File: src/include/ctp_pkg.sv
// Constants for the compact timer: register map, fields, codes.
// Assumes an 8-bit register port with a 3-bit address.
package ctp_pkg;
    localparam int ADDR_W = 3;
    localparam int DATA_W = 8;
    localparam int CNT_W = 10;
    // Register offsets
    localparam logic [2:0] OFS_CTL_A = 3'h0;
    localparam logic [2:0] OFS_CTL_B = 3'h1;
    localparam logic [2:0] OFS_CNT_LO = 3'h2;
    localparam logic [2:0] OFS_CNT_HI = 3'h3;
    localparam logic [2:0] OFS_CMP_LO = 3'h4;
    localparam logic [2:0] OFS_CMP_HI = 3'h5;
    // Reset values
    localparam logic [7:0] CTL_A_RST = 8'h00;
    localparam logic [7:0] CTL_B_RST = 8'h00;
    localparam logic [9:0] CNT_RST = 10'h000;
    localparam logic [9:0] CMP_RST = 10'h000;
    // timer_control_a fields
    localparam int PAUSE_POS = 7;
    localparam int CKSEL_LSB = 4;
    localparam int ON_POS = 3;
    localparam int RP_LSB = 0;
    // timer_control_b fields
    localparam int MODE_LSB = 6;
    localparam int IO_LSB = 4;
    localparam int OC_POS = 3;
    localparam int POL_POS = 2;
    localparam int DPX_POS = 1;
    localparam int CCLR_POS = 0;
    // Counter bits seen by the period comparator
    localparam int PER_LSB = 7;
    // Clock select codes
    localparam logic [2:0] CK_SYS4 = 3'h0;
    localparam logic [2:0] CK_SYS = 3'h1;
    localparam logic [2:0] CK_H16 = 3'h2;
    localparam logic [2:0] CK_H64 = 3'h3;
    localparam logic [2:0] CK_SUB = 3'h4;
    localparam logic [2:0] CK_PINR = 3'h6;
    localparam logic [2:0] CK_PINF = 3'h7;
    // Operating modes
    localparam logic [1:0] MODE_CMP = 2'h0;
    localparam logic [1:0] MODE_PWM = 2'h2;
    localparam logic [1:0] MODE_TMR = 2'h3;
    // Output function codes
    localparam logic [1:0] IO_HOLD = 2'h0;
    localparam logic [1:0] IO_LOW = 2'h1;
    localparam logic [1:0] IO_HIGH = 2'h2;
    localparam logic [1:0] IO_TOGG = 2'h3;
endpackage

File: src/hdl/ctp_timer.sv
// Compact 10-bit timer with compare output and PWM, byte registers.
// Assumes synchronous inputs and one-cycle tick inputs for the high
// speed and sub clocks, both taken on SYS_CLK_I.
//
// Function
// - Pause bit holds the counter value.
// - Clearing pause resumes from held value.
// - Clock select field picks counter clock source.
// - On-bit rising clears counter, starts counting.
// - On-bit falling stops, keeps counter value.
// - On-bit rising restores initial compare output level.
// - Period value matches counter bits 9 to 7.
// - Period value zero lets counter overflow.
// - Mode field selects compare, PWM, timer.
// - Full match drives pin per output field.
// - PWM output field forces or drives waveform.
// - Output control sets initial level or polarity.
// - Invert bit inverts the timer output pin.
// - Timer mode disables the output pin.
// - Swap bit exchanges period and duty roles.
// - Clear select picks full or period clear.
// - Clear select ignored in PWM mode.
// - Counter and compare readable as byte pairs.
// - Compare low write goes to holding buffer.
// - High byte read latches low byte buffer.
// - Full comparator checks all ten counter bits.
`timescale 1ns/1ns
module ctp_timer (
    input wire logic SYS_CLK_I,
    input wire logic SRST_I,
    input wire logic [ctp_pkg::ADDR_W-1:0] ADDR_I,
    input wire logic [ctp_pkg::DATA_W-1:0] WDATA_I,
    input wire logic WR_I,
    input wire logic RD_I,
    output logic [ctp_pkg::DATA_W-1:0] RDATA_O,
    input wire logic HCLK_TICK_I,
    input wire logic SUBCLK_TICK_I,
    input wire logic EXT_CLK_I,
    output logic TMR_OUT_O,
    output logic TMR_OUT_OE_N_O
);
    import ctp_pkg::*;

    logic [7:0] ctla_reg;
    logic [7:0] ctla_next;
    logic [7:0] ctlb_reg;
    logic [7:0] ctlb_next;
    logic [9:0] cnt_reg;
    logic [9:0] cnt_next;
    logic [9:0] cmp_reg;
    logic [9:0] cmp_next;
    logic [7:0] hold_reg;
    logic [7:0] hold_next;
    logic [7:0] rdata_reg;
    logic [7:0] rdata_next;
    logic [1:0] div4_reg;
    logic [5:0] hdiv_reg;
    logic [5:0] hdiv_next;
    logic ext_reg;
    logic out_reg;
    logic out_next;
    logic pin_reg;
    logic pin_next;
    logic oe_n_reg;

    // Register decode
    wire wr_ca = WR_I & (ADDR_I == OFS_CTL_A);
    wire wr_cb = WR_I & (ADDR_I == OFS_CTL_B);
    wire wr_al = WR_I & (ADDR_I == OFS_CMP_LO);
    wire wr_ah = WR_I & (ADDR_I == OFS_CMP_HI);
    wire rd_dh = RD_I & (ADDR_I == OFS_CNT_HI);
    wire rd_ah = RD_I & (ADDR_I == OFS_CMP_HI);

    // Control fields
    wire pause = ctla_reg[PAUSE_POS];
    wire [2:0] cksel = ctla_reg[CKSEL_LSB +: 3];
    wire run_on = ctla_reg[ON_POS];
    wire [2:0] rp = ctla_reg[RP_LSB +: 3];
    wire [1:0] mode = ctlb_reg[MODE_LSB +: 2];
    wire [1:0] iof = ctlb_reg[IO_LSB +: 2];
    wire oc = ctlb_reg[OC_POS];
    wire pol = ctlb_reg[POL_POS];
    wire dpx = ctlb_reg[DPX_POS];
    wire cclr = ctlb_reg[CCLR_POS];
    wire is_pwm = (mode == MODE_PWM);
    wire is_cmp = (mode == MODE_CMP);

    // Only a written 0 to 1 edge restarts; a rewrite of 1 does not
    wire on_rise = wr_ca & WDATA_I[ON_POS] & ~run_on;

    // Clock source ticks, all as enables of the one system clock
    wire tick_s4 = (div4_reg == 2'h3);
    wire tick_h16 = HCLK_TICK_I & (hdiv_reg[3:0] == 4'hF);
    wire tick_h64 = HCLK_TICK_I & (hdiv_reg == 6'h3F);
    wire ext_rise = EXT_CLK_I & ~ext_reg;
    wire ext_fall = ~EXT_CLK_I & ext_reg;
    assign hdiv_next = HCLK_TICK_I ? hdiv_reg + 6'h01 : hdiv_reg;

    function automatic logic pick_tick(
        input logic [2:0] sel,
        input logic s4,
        input logic h16,
        input logic h64,
        input logic sub,
        input logic er,
        input logic ef
    );
        logic t;
        t = 1'b0;
        unique case (sel)
            CK_SYS4: t = s4;
            CK_SYS: t = 1'b1;
            CK_H16: t = h16;
            CK_H64: t = h64;
            CK_SUB: t = sub;
            CK_PINR: t = er;
            CK_PINF: t = ef;
            default: t = 1'b0; // Code 101 never counts
        endcase
        return t;
    endfunction

    wire tick = pick_tick(cksel, tick_s4, tick_h16, tick_h64,
        SUBCLK_TICK_I, ext_rise, ext_fall);

    // Advance only while on and not paused
    wire adv = run_on & ~pause & tick;
    wire [9:0] cnt_inc = cnt_reg + 10'h001;

    // Matches are judged on the value about to be reached, so code n
    // gives a period of exactly n*128 clocks
    wire p_hit = adv & (rp != 3'h0) & (cnt_inc[PER_LSB +: 3] == rp);
    // A zero compare value would only alias the wrap
    wire a_hit = adv & (cmp_reg != 10'h000) & (cnt_inc == cmp_reg);

    // PWM clears on the period comparator, or on the full one when the swap bit is set
    wire clr_on_a = is_pwm ? dpx : cclr;
    wire clr_hit = clr_on_a ? a_hit : p_hit;

    // Wrap to zero on overflow is natural
    assign cnt_next = on_rise ? CNT_RST :
        adv ? (clr_hit ? CNT_RST : cnt_inc) : cnt_reg;

    // PWM duty: the count stays below the duty value
    wire duty_a = (cnt_reg < cmp_reg);
    wire duty_p = (rp == 3'h0) | (cnt_reg < {rp, 7'h00});
    wire pwm_act = dpx ? duty_p : duty_a;

    // Active level follows output control
    wire pwm_lvl = (iof == IO_LOW) ? oc :
        (iof == IO_HIGH) ? (pwm_act ? oc : ~oc) : ~oc;

    // Compare output action on a full match
    wire cmp_lvl = (iof == IO_LOW) ? 1'b0 :
        (iof == IO_HIGH) ? 1'b1 :
        (iof == IO_TOGG) ? ~out_reg : out_reg;

    assign out_next = (on_rise & is_cmp) ? oc :
        (is_cmp & a_hit) ? cmp_lvl : out_reg;

    // Pin is parked low and released outside the two pin modes
    assign pin_next = (is_pwm | is_cmp) &
        ((is_pwm ? pwm_lvl : out_reg) ^ pol);

    // Register writes
    assign ctla_next = wr_ca ? WDATA_I : ctla_reg;
    assign ctlb_next = wr_cb ? WDATA_I : ctlb_reg;

    // One buffer is shared by both pairs, so interleaved pair
    // accesses corrupt each other
    assign hold_next = wr_al ? WDATA_I :
        rd_dh ? cnt_reg[7:0] :
        rd_ah ? cmp_reg[7:0] : hold_reg;
    assign cmp_next = wr_ah ? {WDATA_I[1:0], hold_reg} : cmp_reg;

    // Read data stand only in the cycle after the strobe
    wire [7:0] rd_mux =
        (ADDR_I == OFS_CTL_A) ? ctla_reg :
        (ADDR_I == OFS_CTL_B) ? ctlb_reg :
        (ADDR_I == OFS_CNT_LO) ? hold_reg :
        (ADDR_I == OFS_CNT_HI) ? {6'h00, cnt_reg[9:8]} :
        (ADDR_I == OFS_CMP_LO) ? hold_reg :
        (ADDR_I == OFS_CMP_HI) ? {6'h00, cmp_reg[9:8]} : 8'h00;
    assign rdata_next = RD_I ? rd_mux : 8'h00;

    always_ff @(posedge SYS_CLK_I) begin
        if (SRST_I) begin
            ctla_reg <= CTL_A_RST;
            ctlb_reg <= CTL_B_RST;
            cmp_reg <= CMP_RST;
            hold_reg <= 8'h00;
            rdata_reg <= 8'h00;
        end else begin
            ctla_reg <= ctla_next;
            ctlb_reg <= ctlb_next;
            cmp_reg <= cmp_next;
            hold_reg <= hold_next;
            rdata_reg <= rdata_next;
        end
    end

    always_ff @(posedge SYS_CLK_I) begin
        if (SRST_I) begin
            cnt_reg <= CNT_RST;
            div4_reg <= 2'h0;
            hdiv_reg <= 6'h00;
            ext_reg <= 1'b0;
        end else begin
            cnt_reg <= cnt_next;
            div4_reg <= div4_reg + 2'h1;
            hdiv_reg <= hdiv_next;
            ext_reg <= EXT_CLK_I;
        end
    end

    always_ff @(posedge SYS_CLK_I) begin
        if (SRST_I) begin
            out_reg <= 1'b0;
            pin_reg <= 1'b0;
            oe_n_reg <= 1'b1;
        end else begin
            out_reg <= out_next;
            pin_reg <= pin_next;
            oe_n_reg <= ~(is_pwm | is_cmp);
        end
    end

    assign RDATA_O = rdata_reg;
    assign TMR_OUT_O = pin_reg;
    assign TMR_OUT_OE_N_O = oe_n_reg;
endmodule

File: config.mk
export PLATFORM = sky130hd
export DESIGN_NAME = ctp_timer
export DESIGN_NICKNAME = d
export VERILOG_FILES = /design/src/include/ctp_pkg.sv /design/src/hdl/ctp_timer.sv
export SDC_FILE = /design/constraint.sdc
export NUM_CORES = 1
export LEC_CHECK = 0
export BUFFER_PORTS_ARGS = -buffer_cell sky130_fd_sc_hd__buf_2
export CORE_MARGIN = 1
export CORE_UTILIZATION = 65
export DETAILED_ROUTE_END_ITERATION = 8
export HOLD_SLACK_MARGIN = 0.03
export PLACE_DENSITY = 0.94
export SYNTH_ARGS = -nofsm -noshare
export SYNTH_HDL_FRONTEND = slang
export SYNTH_SLANG_ARGS = --single-unit
export TNS_END_PERCENT = 50
File: constraint.sdc
create_clock -name SYS_CLK_I -period 5.5 [get_ports SYS_CLK_I]
set_input_delay 1.65 -clock SYS_CLK_I [delete_from_list [all_inputs] [get_ports SYS_CLK_I]]
set_output_delay 1.65 -clock SYS_CLK_I [all_outputs]
set_load 0.02 [all_outputs]
==> metrics.txt <==
ys flop type=dfxtp_1; number of flops mapped to enable cells by yosys=0; CP delay by family, top=simple AND/OR/NAND/NOR gates; worst-skew pair later-pin latency=350 ps; Syn. warnings=0; number of buffers created by CTS=9; Pre-Repair DR Iteration Count=6; Crit path buffers/inverters=1; crit path DAT=3600 ps; wire length of the first global-routing pass=roughly 16000 um; min Tclk post-route=roughly 3300 ps; Fin Hold WS=423 ps; H-tree levels=3; syn_nets=roughly 500; Hold Buf Count CTS=0; Synth Register Bits=64; status=completed; pre-CTS WS=approximately 1900 ps; fin nets=about 510; largest net degree at the start of global routing=a little under 50; Req. time, crit path=5790 ps; final setup vio count=0; crit path cell chain=buf_2, nand2b_1, or3_1, nor3b_2, or2_2, or4_1, a211oi_1, a31o_1; Port-buffer cells=27; Hold Path Class=reg -> reg; worst vdd ir=177 uV; row count=27; maxcap violations=0; number of fill cells=between 300 and 400; Final ANT Viol Nets=0; R2R depth=9; WL per Instance=roughly 18 um; register area=~0.0013 mm2; gpl congestion=~0.92; final hold violations=0; Vias/cell=6.40; Die W=just under 80 um; Netlist cell types=67; Slew Limit Fails=0; initial core utilization=0.678; synthesized area=around 0.0037 mm2; Seq/Total Area, Yosys=0.343; critical path depth=8; max_slew headroom=0.424; most frequent cells in the layout=64 x dfxtp_1, 51 x nand2_1, 51 x nor2_1; Mean Syn Cell Area=between 8 and 9 um2; crit path kind=in -> reg; DR vias=between 3000 and 4000; startpoint class of the critical path=input pin; total congestion overflow=0; CTS tree=done; Slew @ Worst Pin=between 800 and 900 ps; setup ws final=2190 ps; setup TNS=0 ps; Worst Hold Path Cells=1; number of global-route vias before repair=approximately 3500; initial antenna violation count=0; DRT Wirelength=a little under 10000 um; Lkg Pwr=~0.0015 uW; clock buffer depth=2; Async SR Flop Fraction=0; 1st-iter DRT viols=about 420; commonest non-fill, non-tap cell in the layout=dfxtp_1; Max Freq=~300 MHz; Clock Pin Slew Worst Setup and Hold Paths=70 ps; cell taking the most area after synthesis=dfxtp_1; Synth area leaders=dfxtp_1 34%, a21oi_1 6.4%, ha_1 6.0%, nand2_1 5.1%, nor2_1 5.1%; Max FO, Critical Path=12; multi-input logic area=around 0.0022 mm2; Post-Synthesis Cells=457; share of cells above drive strength 1=0.132; Die H=around 80 um; Clock Sinks=64; Layout area overhead=8.84%; Max stage delay on crit path=420 ps; post-synth top area share=0.343; fin crit share=0.601; Layout Skew=about 11 ps; slowest CP cell=or4_1; PwrDens=approximately 250 mW/mm2; n_diodes=0; I/O pin cnt=28; RSZ-0062 raised after global routing=false; Critical Path End Type=flip-flop; core area=about 0.0055 mm2; post-route DRC violation count=0; Root Buffer=clkbuf_8; post-CTS setup buffer count=0; Resize count post-CTS=0; DP Wirelength=6940 um; Die Area=between 0.006 and 0.007 mm2; gr usage total=0.351
-- Yosys cell counts (2+ instances only) --
master / number
o221a_2: 2
nand2_1: 51
or4_1: 7
a211oi_2: 2
or2_2: 4
dfxtp_1: 64
nand2b_1: 7
buf_2: 3
buf_4: 4
inv_1: 26
nand4b_1: 2
o211a_1: 2
nor3_1: 11
o21ai_0: 6
buf_1: 2
or3_1: 4
mux2_1: 2
a221oi_1: 2
nor2_1: 51
nor4_1: 3
clkbuf_1: 11
and4_1: 2
and3_1: 3
a211oi_1: 9
o21a_1: 2
buf_6: 2
o21bai_1: 2
a22oi_1: 6
nor2b_1: 10
xnor2_1: 12
a21oi_1: 48
ha_1: 18
o21ai_1: 8
xor2_1: 7
mux2i_1: 15
o221ai_1: 2
nand3_1: 7
o22ai_1: 3
nand4_1: 7
-- per-layer routing --
| metal | global-route usage | vias to the layer above | wire [um] |
|---|---|---|---|
| li1 | - | 1649 | - |
| met1 | 0.430 | 1624 | 3900 |
| met2 | 0.556 | 210 | 4560 |
| met3 | 0.0694 | 38 | 826 |
| met4 | 0.234 | 0 | 389 |
| met5 | 0 | - | 0 |
-- worst paths after layout --
| check | from | end | slack (ps) |
|---|---|---|---|
| worst min-delay path | div4_reg[0]$_SDFF_PP0_ | div4_reg[0]$_SDFF_PP0_ | 420 |
| worst min register to register | div4_reg[0]$_SDFF_PP0_ | div4_reg[0]$_SDFF_PP0_ | 420 |
| worst max register to register | cnt_reg[3]$_SDFFE_PP0P_ | TMR_OUT_O$_SDFF_PP0_ | 2840 |
| worst max-delay path | ADDR_I[1] | cnt_reg[2]$_SDFFE_PP0P_ | 2190 |
-- report_power, final --
group / internal (uW) / total (uW) / leakage [uW] / switching (uW)
Clock: 267 / 457 / 0.000106 / 190
Combinational: 28.7 / 79.9 / 0.000902 / 51.2
Sequential: 473 / 483 / 0.000519 / 9.74
Total: 769 / 1020 / 0.00153 / 251
-- area by class of cell --
cell class              count  share of cell area
multi-input cells         344               0.550
clock buffers              11              0.0348
flip-flops and latches     64               0.315
well taps                  72              0.0222
clock inverters             5              0.0197
repair buffers             27              0.0332
inverters                  27              0.0249
-- cells by family (layout without fill, tap and decap cells) --
kind of cell               after synthesis  count (layout)  synth area share
AOI/OAI and AO/OA                      110             110             0.201
xor gates and xnor gates                20              20            0.0489
adders and majority gates               18              18            0.0603
buffers and inverters                   49              70            0.0583
DFF                                     64              64             0.343
muxes                                   17              17            0.0462
and+or+nand+nor                        179             179             0.243
-- metrics by stage --
| stage | util | total power, uW | std cells | instance area [um2] |
|---|---|---|---|---|
| floorplan | - | 546 | 457 | 3740 |
| global placement | 0.698 | 566 | 534 | 3840 |
| detailed placement | 0.698 | 570 | 534 | 3840 |
| CTS | 0.738 | 1020 | 550 | 4070 |
| global route | 0.738 | 1050 | 550 | 4070 |
| finish | 0.738 | 1020 | 550 | 4070 |
(Power assumes the default switching activity.)
